--- config.mk ---
export PLATFORM = sky130hd
export DESIGN_NAME = inband_mgmt_status_flags
export DESIGN_NICKNAME = d
export VERILOG_FILES = /design/src/core/sync_two_ff.v /design/src/core/frame_length_counter.v /design/src/core/inband_mgmt_status_flags.v
export VERILOG_INCLUDE_DIRS = /design/src /design/src/core
export SDC_FILE = /design/constraint.sdc
export NUM_CORES = 1
export LEC_CHECK = 0
export BUFFER_PORTS_ARGS = -buffer_cell sky130_fd_sc_hd__buf_2
export CAP_MARGIN = 20
export CORE_MARGIN = 2
export CORE_UTILIZATION = 50
export CTS_CLUSTER_DIAMETER = 120
export DETAILED_ROUTE_END_ITERATION = 12
export GPL_ROUTABILITY_DRIVEN = 0
export GPL_TIMING_DRIVEN = 0
export PLACE_DENSITY = 0.77
export SYNTH_ARGS = -nofsm -noshare
export SYNTH_HDL_FRONTEND = slang
export SYNTH_SLANG_ARGS = --single-unit
export TNS_END_PERCENT = 10
--- constraint.sdc ---
create_clock -name I_CLK_SYS -period 3.9 [get_ports I_CLK_SYS]
set_input_delay 1.17 -clock I_CLK_SYS [delete_from_list [all_inputs] [get_ports I_CLK_SYS]]
set_output_delay 1.17 -clock I_CLK_SYS [all_outputs]
set_load 0.01 [all_outputs]
--- src/core/inband_mgmt_map.vh ---
// Contract
// - bit 31 set on good management frame
// - bit 30 set when reply frame sent
// - bit 29 set when all commands executed
// - matching tag clears bits 30 to 10
// - bit 14 destination mismatch only when checking
// - bit 13 set when format not 0x9800
// - bit 12 set unless code 0x0001/0x0002
// - bit 11 set on unknown command code
// - frame limit 320 bytes including padding, FCS
// - oversize sets bit 10, no response
// - bits 6:0 give bad command location
// - control bit 30 enables destination discard
// - control bit 29 initialises engine, self-clears
// - frame type value programmable, default 0x40fe
`ifndef INBAND_MGMT_MAP_VH
`define INBAND_MGMT_MAP_VH

`define MGMT_CTRL_ADDR     16'h0104
`define MGMT_STATUS_ADDR   16'h0110

`define CTRL_ENABLE_BIT    31
`define CTRL_DACHECK_BIT   30
`define CTRL_INIT_BIT      29
`define CTRL_QUEUE_HI      23
`define CTRL_QUEUE_LO      22
`define CTRL_PORT_HI       18
`define CTRL_PORT_LO       16
`define CTRL_TPID_HI       15
`define CTRL_TPID_LO       0

`define CTRL_QUEUE_RESET   2'h1
`define CTRL_PORT_RESET    3'h0
`define CTRL_TPID_RESET    16'h40fe

`define ST_GOOD_BIT        31
`define ST_RESP_BIT        30
`define ST_EXEC_BIT        29
`define ST_DA_BIT          14
`define ST_FMT_BIT         13
`define ST_CODE_BIT        12
`define ST_CMD_BIT         11
`define ST_OVER_BIT        10
`define ST_LOC_HI          6
`define ST_LOC_LO          0
`define ST_LOC_W           7

`define ACCESS_FORMAT      16'h9800
`define ACCESS_CODE_A      16'h0001
`define ACCESS_CODE_B      16'h0002

// frame limit counts the zero padding ahead of the check sequence and
// the check sequence itself
`define FRAME_MAX_BYTES    9'h140
`define POS_SAT            9'h1ff
`define POS_DA_LAST        9'h005
`define POS_TYPE_HI        9'h00c
`define POS_TYPE_LO        9'h00d
`define POS_FMT_HI         9'h010
`define POS_FMT_LO         9'h011
`define POS_CODE_HI        9'h012
`define POS_CODE_LO        9'h013

`define STRAP_WAIT_DONE    2'h3

`endif

--- src/core/sync_two_ff.v ---
`timescale 1ns/10ps
`default_nettype none
module sync_two_ff (
  // clock and reset
  input  wire i_clk,
  input  wire i_rst_b,
  // asynchronous level in, synchronised level out
  input  wire i_async,
  output reg  o_sync
);

  reg meta;

  always @(posedge i_clk) begin
    if (!i_rst_b) begin
      meta   <= 1'b0;
      o_sync <= 1'b0;
    end else begin
      meta   <= i_async;
      o_sync <= meta;
    end
  end

endmodule
`default_nettype wire

--- src/core/frame_length_counter.v ---
`timescale 1ns/10ps
`default_nettype none
`include "inband_mgmt_map.vh"
module frame_length_counter (
  // clock and reset
  input  wire       i_clk,
  input  wire       i_rst_b,
  // byte strobes
  input  wire       i_clear,
  input  wire       i_start,
  input  wire       i_step,
  // position of the current byte and oversize state
  output wire [8:0] o_pos,
  output reg        o_over
);

  reg  [8:0] cnt;
  wire [8:0] next_cnt;

  assign o_pos    = i_start ? 9'h000 : cnt;
  // saturate so a runaway frame cannot wrap back under the limit
  assign next_cnt = (o_pos == `POS_SAT) ? `POS_SAT : o_pos + 9'h001;

  always @(posedge i_clk) begin
    if (!i_rst_b || i_clear) begin
      cnt    <= 9'h000;
      o_over <= 1'b0;
    end else if (i_step) begin
      cnt    <= next_cnt;
      o_over <= (o_over & ~i_start) | (next_cnt > `FRAME_MAX_BYTES);
    end
  end

endmodule
`default_nettype wire

--- src/core/inband_mgmt_status_flags.v ---
`timescale 1ns/10ps
`default_nettype none
`include "inband_mgmt_map.vh"
module inband_mgmt_status_flags (
  // clock and reset
  input  wire        I_CLK_SYS,
  input  wire        I_RST_B,
  // enable strap pin
  input  wire        I_STRAP_ENABLE,
  // register access port
  input  wire [15:0] I_REG_ADDR,
  input  wire        I_REG_WR,
  input  wire        I_REG_RD,
  input  wire [31:0] I_REG_WDATA,
  output reg  [31:0] O_REG_RDATA,
  output reg         O_REG_RVALID,
  // switch address from the switch registers
  input  wire [47:0] I_SWITCH_MAC,
  // received byte stream from the management port
  input  wire        I_RX_VALID,
  input  wire        I_RX_SOF,
  input  wire        I_RX_EOF,
  input  wire [7:0]  I_RX_DATA,
  input  wire        I_RX_GOOD,
  // events from the rest of the engine
  input  wire        I_TAG_MATCH,
  input  wire        I_CMD_STROBE,
  input  wire        I_CMD_KNOWN,
  input  wire [6:0]  I_CMD_LOC,
  input  wire        I_EXEC_DONE,
  input  wire        I_RESP_SENT,
  // hand-off to the rest of the engine
  output reg         O_FRAME_ACCEPT,
  output reg         O_FRAME_DISCARD,
  output reg         O_FRAME_OVERSIZE,
  output reg         O_ENGINE_INIT,
  // configuration seen by the rest of the engine
  output reg         O_MGMT_ENABLE,
  output reg  [1:0]  O_RESP_QUEUE,
  output reg  [2:0]  O_MGMT_PORT,
  output reg  [15:0] O_FRAME_TYPE
);

  // control register fields and strap capture state
  reg         dest_address_check_enable;
  reg         init_req;
  reg  [1:0]  strap_wait;
  wire        strap_sync;

  // status flags
  reg         good_seen;
  reg         resp_done;
  reg         exec_done;
  reg         err_da;
  reg         err_fmt;
  reg         err_code;
  reg         err_cmd;
  reg         err_over;
  reg  [6:0]  cmd_loc;

  // frame parser state
  reg         frame_open;
  reg         da_mismatch;
  reg  [15:0] type_field;
  reg  [15:0] fmt_field;
  reg  [15:0] code_field;
  reg         end_pend;
  reg         end_good;
  reg         exec_pend;
  reg         resp_pend;
  wire [8:0]  pos;
  wire        over;
  wire        take_byte;

  // evaluation terms
  wire        is_mgmt;
  wire        da_bad;
  wire        fmt_bad;
  wire        code_bad;
  wire        frame_bad;
  wire        set_good;
  wire        set_da;
  wire        set_fmt;
  wire        set_code;
  wire        set_over;
  wire        set_cmd;
  wire        set_exec;
  wire        set_resp;
  wire        clr_err;
  wire [31:0] ctrl_word;
  wire [31:0] status_word;

  function [7:0] mac_byte;
    input [47:0] mac;
    input [8:0]  idx;
    begin
      case (idx)
        9'h000:  mac_byte = mac[47:40];
        9'h001:  mac_byte = mac[39:32];
        9'h002:  mac_byte = mac[31:24];
        9'h003:  mac_byte = mac[23:16];
        9'h004:  mac_byte = mac[15:8];
        default: mac_byte = mac[7:0];
      endcase
    end
  endfunction

  // big-endian capture of a two-byte header field
  function [15:0] put_byte;
    input [15:0] old;
    input [8:0]  idx;
    input [8:0]  hi_idx;
    input [7:0]  data;
    begin
      if (idx == hi_idx)
        put_byte = {data, old[7:0]};
      else if (idx == hi_idx + 9'h001)
        put_byte = {old[15:8], data};
      else
        put_byte = old;
    end
  endfunction

  sync_two_ff u_strap_sync (
    .i_clk   (I_CLK_SYS),
    .i_rst_b (I_RST_B),
    .i_async (I_STRAP_ENABLE),
    .o_sync  (strap_sync)
  );

  assign take_byte = I_RX_VALID & (I_RX_SOF | frame_open) & ~init_req;

  frame_length_counter u_len (
    .i_clk   (I_CLK_SYS),
    .i_rst_b (I_RST_B),
    .i_clear (init_req),
    .i_start (I_RX_SOF),
    .i_step  (take_byte),
    .o_pos   (pos),
    .o_over  (over)
  );

  // ---- control register, strap capture and engine init
  always @(posedge I_CLK_SYS) begin
    if (!I_RST_B) begin
      O_MGMT_ENABLE             <= 1'b0;
      dest_address_check_enable <= 1'b0;
      init_req                  <= 1'b0;
      O_RESP_QUEUE              <= `CTRL_QUEUE_RESET;
      O_MGMT_PORT               <= `CTRL_PORT_RESET;
      O_FRAME_TYPE              <= `CTRL_TPID_RESET;
      strap_wait                <= 2'h0;
    end else begin
      init_req <= 1'b0;
      // the strap passes the synchroniser before it is caught, so wait
      // for it to settle after reset release
      if (strap_wait != `STRAP_WAIT_DONE) begin
        strap_wait <= strap_wait + 2'h1;
        if (strap_wait == `STRAP_WAIT_DONE - 2'h1)
          O_MGMT_ENABLE <= strap_sync;
      end
      if (I_REG_WR && I_REG_ADDR == `MGMT_CTRL_ADDR) begin
        O_MGMT_ENABLE             <= I_REG_WDATA[`CTRL_ENABLE_BIT];
        dest_address_check_enable <= I_REG_WDATA[`CTRL_DACHECK_BIT];
        init_req                  <= I_REG_WDATA[`CTRL_INIT_BIT];
        O_RESP_QUEUE  <= I_REG_WDATA[`CTRL_QUEUE_HI:`CTRL_QUEUE_LO];
        O_MGMT_PORT   <= I_REG_WDATA[`CTRL_PORT_HI:`CTRL_PORT_LO];
        O_FRAME_TYPE  <= I_REG_WDATA[`CTRL_TPID_HI:`CTRL_TPID_LO];
      end
    end
  end

  always @(posedge I_CLK_SYS) begin
    if (!I_RST_B)
      O_ENGINE_INIT <= 1'b0;
    else
      O_ENGINE_INIT <= init_req;
  end

  // ---- header parser
  always @(posedge I_CLK_SYS) begin
    if (!I_RST_B || init_req) begin
      frame_open  <= 1'b0;
      da_mismatch <= 1'b0;
      type_field  <= 16'h0000;
      fmt_field   <= 16'h0000;
      code_field  <= 16'h0000;
      end_pend    <= 1'b0;
      end_good    <= 1'b0;
    end else begin
      end_pend <= take_byte & I_RX_EOF;
      end_good <= I_RX_GOOD;
      if (take_byte) begin
        frame_open <= ~I_RX_EOF;
        if (I_RX_SOF) begin
          da_mismatch <= (I_RX_DATA != mac_byte(I_SWITCH_MAC, pos));
          type_field  <= 16'h0000;
          fmt_field   <= 16'h0000;
          code_field  <= 16'h0000;
        end else begin
          if (pos <= `POS_DA_LAST &&
              I_RX_DATA != mac_byte(I_SWITCH_MAC, pos))
            da_mismatch <= 1'b1;
          type_field <= put_byte(type_field, pos, `POS_TYPE_HI, I_RX_DATA);
          fmt_field  <= put_byte(fmt_field, pos, `POS_FMT_HI, I_RX_DATA);
          code_field <= put_byte(code_field, pos, `POS_CODE_HI, I_RX_DATA);
        end
      end
    end
  end

  // ---- end-of-frame verdict, one cycle after the last byte
  assign is_mgmt  = end_pend & end_good & O_MGMT_ENABLE &
                    (type_field == O_FRAME_TYPE);
  assign da_bad   = dest_address_check_enable & da_mismatch;
  assign fmt_bad  = (fmt_field != `ACCESS_FORMAT);
  assign code_bad = (code_field != `ACCESS_CODE_A) &&
                    (code_field != `ACCESS_CODE_B);
  // a destination mismatch discards the frame before any field check
  assign set_da    = is_mgmt & da_bad;
  assign set_fmt   = is_mgmt & ~da_bad & fmt_bad;
  assign set_code  = is_mgmt & ~da_bad & code_bad;
  assign set_over  = is_mgmt & ~da_bad & over;
  assign frame_bad = da_bad | fmt_bad | code_bad | over;
  assign set_good  = is_mgmt & ~frame_bad;
  assign set_cmd   = I_CMD_STROBE & ~I_CMD_KNOWN & exec_pend;
  assign set_exec  = I_EXEC_DONE & exec_pend;
  assign set_resp  = I_RESP_SENT & resp_pend;
  assign clr_err   = I_TAG_MATCH;

  always @(posedge I_CLK_SYS) begin
    if (!I_RST_B || init_req) begin
      O_FRAME_ACCEPT   <= 1'b0;
      O_FRAME_DISCARD  <= 1'b0;
      O_FRAME_OVERSIZE <= 1'b0;
      exec_pend        <= 1'b0;
      resp_pend        <= 1'b0;
    end else begin
      O_FRAME_ACCEPT   <= set_good;
      O_FRAME_DISCARD  <= set_da;
      O_FRAME_OVERSIZE <= set_over;
      // only an accepted frame may later report execution or a reply
      exec_pend <= set_good | (exec_pend & ~I_EXEC_DONE);
      resp_pend <= set_good | (resp_pend & ~I_RESP_SENT);
    end
  end

  // ---- status flags; a set in the clearing cycle wins over the clear
  always @(posedge I_CLK_SYS) begin
    if (!I_RST_B || init_req) begin
      good_seen <= 1'b0;
      resp_done <= 1'b0;
      exec_done <= 1'b0;
      err_da    <= 1'b0;
      err_fmt   <= 1'b0;
      err_code  <= 1'b0;
      err_cmd   <= 1'b0;
      err_over  <= 1'b0;
      cmd_loc   <= 7'h00;
    end else begin
      good_seen <= good_seen | set_good;
      resp_done <= set_resp | (resp_done & ~clr_err);
      exec_done <= set_exec | (exec_done & ~clr_err);
      err_da    <= set_da | (err_da & ~clr_err);
      err_fmt   <= set_fmt | (err_fmt & ~clr_err);
      err_code  <= set_code | (err_code & ~clr_err);
      err_cmd   <= set_cmd | (err_cmd & ~clr_err);
      err_over  <= set_over | (err_over & ~clr_err);
      if (set_cmd)
        cmd_loc <= I_CMD_LOC;
      else if (clr_err)
        cmd_loc <= 7'h00;
    end
  end

  // ---- register read port
  assign ctrl_word = {O_MGMT_ENABLE, dest_address_check_enable, init_req,
                      5'h00, O_RESP_QUEUE, 3'h0, O_MGMT_PORT,
                      O_FRAME_TYPE};
  assign status_word = {good_seen, resp_done, exec_done, 14'h0000,
                        err_da, err_fmt, err_code, err_cmd, err_over,
                        3'h0, cmd_loc};

  // reads have no side effect; writes to the status address are dropped
  always @(posedge I_CLK_SYS) begin
    if (!I_RST_B) begin
      O_REG_RDATA  <= 32'h00000000;
      O_REG_RVALID <= 1'b0;
    end else begin
      O_REG_RVALID <= I_REG_RD;
      if (I_REG_RD) begin
        case (I_REG_ADDR)
          `MGMT_CTRL_ADDR:   O_REG_RDATA <= ctrl_word;
          `MGMT_STATUS_ADDR: O_REG_RDATA <= status_word;
          default:           O_REG_RDATA <= 32'h00000000;
        endcase
      end
    end
  end

endmodule
`default_nettype wire

==> out/qor.yml <==
crit_chain: "buf_2 -> nor4b_1 -> nand4_1 -> nor3b_2 -> nand2_1 -> clkbuf_1 -> nand2_1 -> o211a_1"
worst_pin_slew_ns: 0.851
min_period_ns: 2.79
num_antenna_cells: 0
worstHoldPathCells: 1
routedWlPerCell_um: 16.6
grt_pass1_wl_mm: 29.1
worst_setup_path_end_kind: "flip-flop"
fin_crit_sh_pct: 71.5
cts_buffer_depth: 2
grt_pass1_vias: 5712
synth-main-ff-cell: "dfxtp_1"
hold_violations: 0
drtIter0Drc: 733
die_area_um2: 13600
worstPathArrival_ns: 3.15
yosysTopAreaCellShare_pct: 43.1
drc_errors: 0
ir_drop_mv: 0.358
yosys_warnings: 0
netlist_top_cells_area: "dfxtp_1, nand2_1, a21oi_1"
io_buffer_count: 162
grtUsageMet1_pct: 37.4
syn_inst: 765
post_cts_resized: 0
async_flop_share_pct: 0
root_buffer: "clkbuf_16"
leakage_uw: 0.00343
powerDensity_nw_per_um2: 422
synth_top_family_by_area: "simple AND/OR/NAND/NOR gates"
critical_path_class: "in -> reg"
critPathTopFamily: "simple AND/OR/NAND/NOR gates"
grt-ovfl-total: 0
dp_hpwl_mm: 13.8
numCtsBuffers: 17
synthSimpleGateAreaFrac_pct: 25.9
grt_use_total_pct: 27.7
timing.max_cap.violations: 0
syn_area_um2: 6320
hold-worst-slack_ns: 0.439
cts_setup_buffers: 0
rows: 41
synth-seq-area-share_pct: 43.1
grtUsageMet2_pct: 44.2
rsz0062_at_grt: "no"
synth_seq_cells: 136
antenna_found_initial: 0
die_w_um: 116
synth_xor_area_share_pct: 2.49
syn_to_final_growth_pct: 25.9
grt_busiest_layer: "met2"
ys_types: 67
dr_total_vias: 6432
cp_common_cell: "nand2_1"
path_max_fanout: 10
cp-start-kind: "input port"
drive_gt1_share_pct: 24.0
tritoncts: "yes"
crit_buf_inv: 2
worstHoldPathType: "reg -> reg"
use_met3_pct: 5.66
synth_edf_count: 0
die_y_um: 116
fill_cells: 1137
grt_max_degree: 17
synth_mux_area_share_pct: 2.51
slowest_delay_ns: 0.47
dr.pass1.iters: 5
synthAdderAreaFrac_pct: 0.396
postSynthAreaPerCell_um2: 8.27
setup_violations: 0
initial_core_util_pct: 50.7
finalNetCount: 1080
clock_latency_ns: 0.42
wirelength_mm: 18.9
viasPerCell: 5.65
pin_count: 184
postRouteAntennaNets: 0
slowest_stage: "nor3b_2"
core_um2: 12500
ctsHtreeMaxLevel: 4
r2r_cells: 8
outcome: "finished, final reports clean"
cp.depth: 8
ctsHoldBuffers: 0
fmax_ghz: 0.359
cp_data_required_time_ns: 4.26
max_slew_margin_pct: 42.8
slew_violations: 0
skew_ns: 0.0108
clk_pin_slew_ns: 0.06
setup_tns_ns: 0
synth_compound_area_share_pct: 20.5
synth_largest_area_cell: "dfxtp_1"
clkSinkCount: 136
==> registers in the layout, indices dropped and copies added (netlist names), 2 cells and up <==
register,cells
O_FRAME_TYPE,16
O_MGMT_PORT,3
O_REG_RDATA,24
O_RESP_QUEUE,2
cmd_loc,7
code_field,16
fmt_field,16
strap_wait,2
type_field,16
u_len.cnt,9
==> kinds of logic (layout without fill, tap and decap cells) <==
| logic type | count (synthesis) | in the layout |
|---|---|---|
| and+or+nand+nor | 325 | 325 |
| AOI/OAI and AO/OA | 195 | 195 |
| DFF | 136 | 136 |
| buffers and inverters | 73 | 267 |
| xor gates and xnor gates | 18 | 18 |
| muxes | 15 | 15 |
| adders and majority gates | 2 | 2 |
| other | 1 | 8 |
==> through the flow <==
stage          area [um2]  util [%]  worst slack [ns]  power, uW  instances
5_1_grt              7960      63.9             0.810       3460       1138
2_1_floorplan        6350         -              1.19       1660        772
3_3_place_gp         7380      59.2             0.747       1790       1106
6_report             7960      63.9              1.11       3360       1138
3_5_place_dp         7380      59.2             0.709       1790       1106
4_1_cts              7960      63.9              1.12       3360       1138
==> routing by layer <==
metal / vias to the layer above / share of wire [%]
met3: 36 / 8.7
met4: 0 / 1.8
met2: 308 / 47
met5: - / 0
li1: 3086 / -
met1: 3002 / 43
==> report_power, final <==
part,switching [uW],internal (uW)
logic,197,144
clock network,629,964
registers,16.2,1410
==> area by class of cell <==
cell class	instances	area, um2	area share [%]
clock inverter	13	145	1.82
sequential	136	2720	34.2
inverter	13	48.8	0.613
buffer	60	269	3.38
timing repair buffer	162	811	10.2
multi-input combinational	563	3310	41.6
tap	172	215	2.70
clock buffer	19	443	5.56
==> worst paths after layout <==
kind | from | to | slack (ns)
setup / recovery | I_REG_ADDR[6] | O_MGMT_ENABLE$_SDFFE_PN0P_ | 1.11
hold / removal | u_strap_sync.meta$_SDFF_PN0_ | u_strap_sync.o_sync$_SDFF_PN0_ | 0.44
setup reg to reg | u_len.cnt[3]$_SDFFE_PP0P_ | code_field[7]$_SDFFE_PP0P_ | 1.51
hold reg to reg | u_strap_sync.meta$_SDFF_PN0_ | u_strap_sync.o_sync$_SDFF_PN0_ | 0.44
==> cell usage in the layout (no fill, tap or decap), drive strengths merged, types with 6 or more instances in the layout <==
cell / n
a21boi: 22
nor2: 28
conb: 8
nand2b: 14
mux2: 7
nand2: 131
nor3b: 10
nor3: 9
clkbuf: 56
o21ai: 19
a22oi: 22
and2: 11
xnor2: 6
xor2: 12
a21oi: 77
mux2i: 8
nand3: 74
nor4: 17
inv: 17
nand4: 6
clkinvlp: 6
buf: 185
o211a: 18
dfxtp: 136
==> synth_stat cells (5+ instances only) <==
cell      count
dfxtp_1     136
nand2_1     131
a21oi_1      77
nand3_1      74
clkbuf_1     37
nor2_1       28
a22oi_1      22
o211a_1      18
o21ai_0      16
nand2b_1     14
inv_1        13
a21boi_0     12
nor4_1       12
xor2_1       12
buf_2        11
a21boi_1     10
and2_1       10
buf_4         8
mux2i_1       8
nor3_1        8
nor3b_1       8
nand4_1       6
xnor2_1       6
and3_1        5
mux2_2        5
Note: power is estimated with default switching activity, not from simulation.
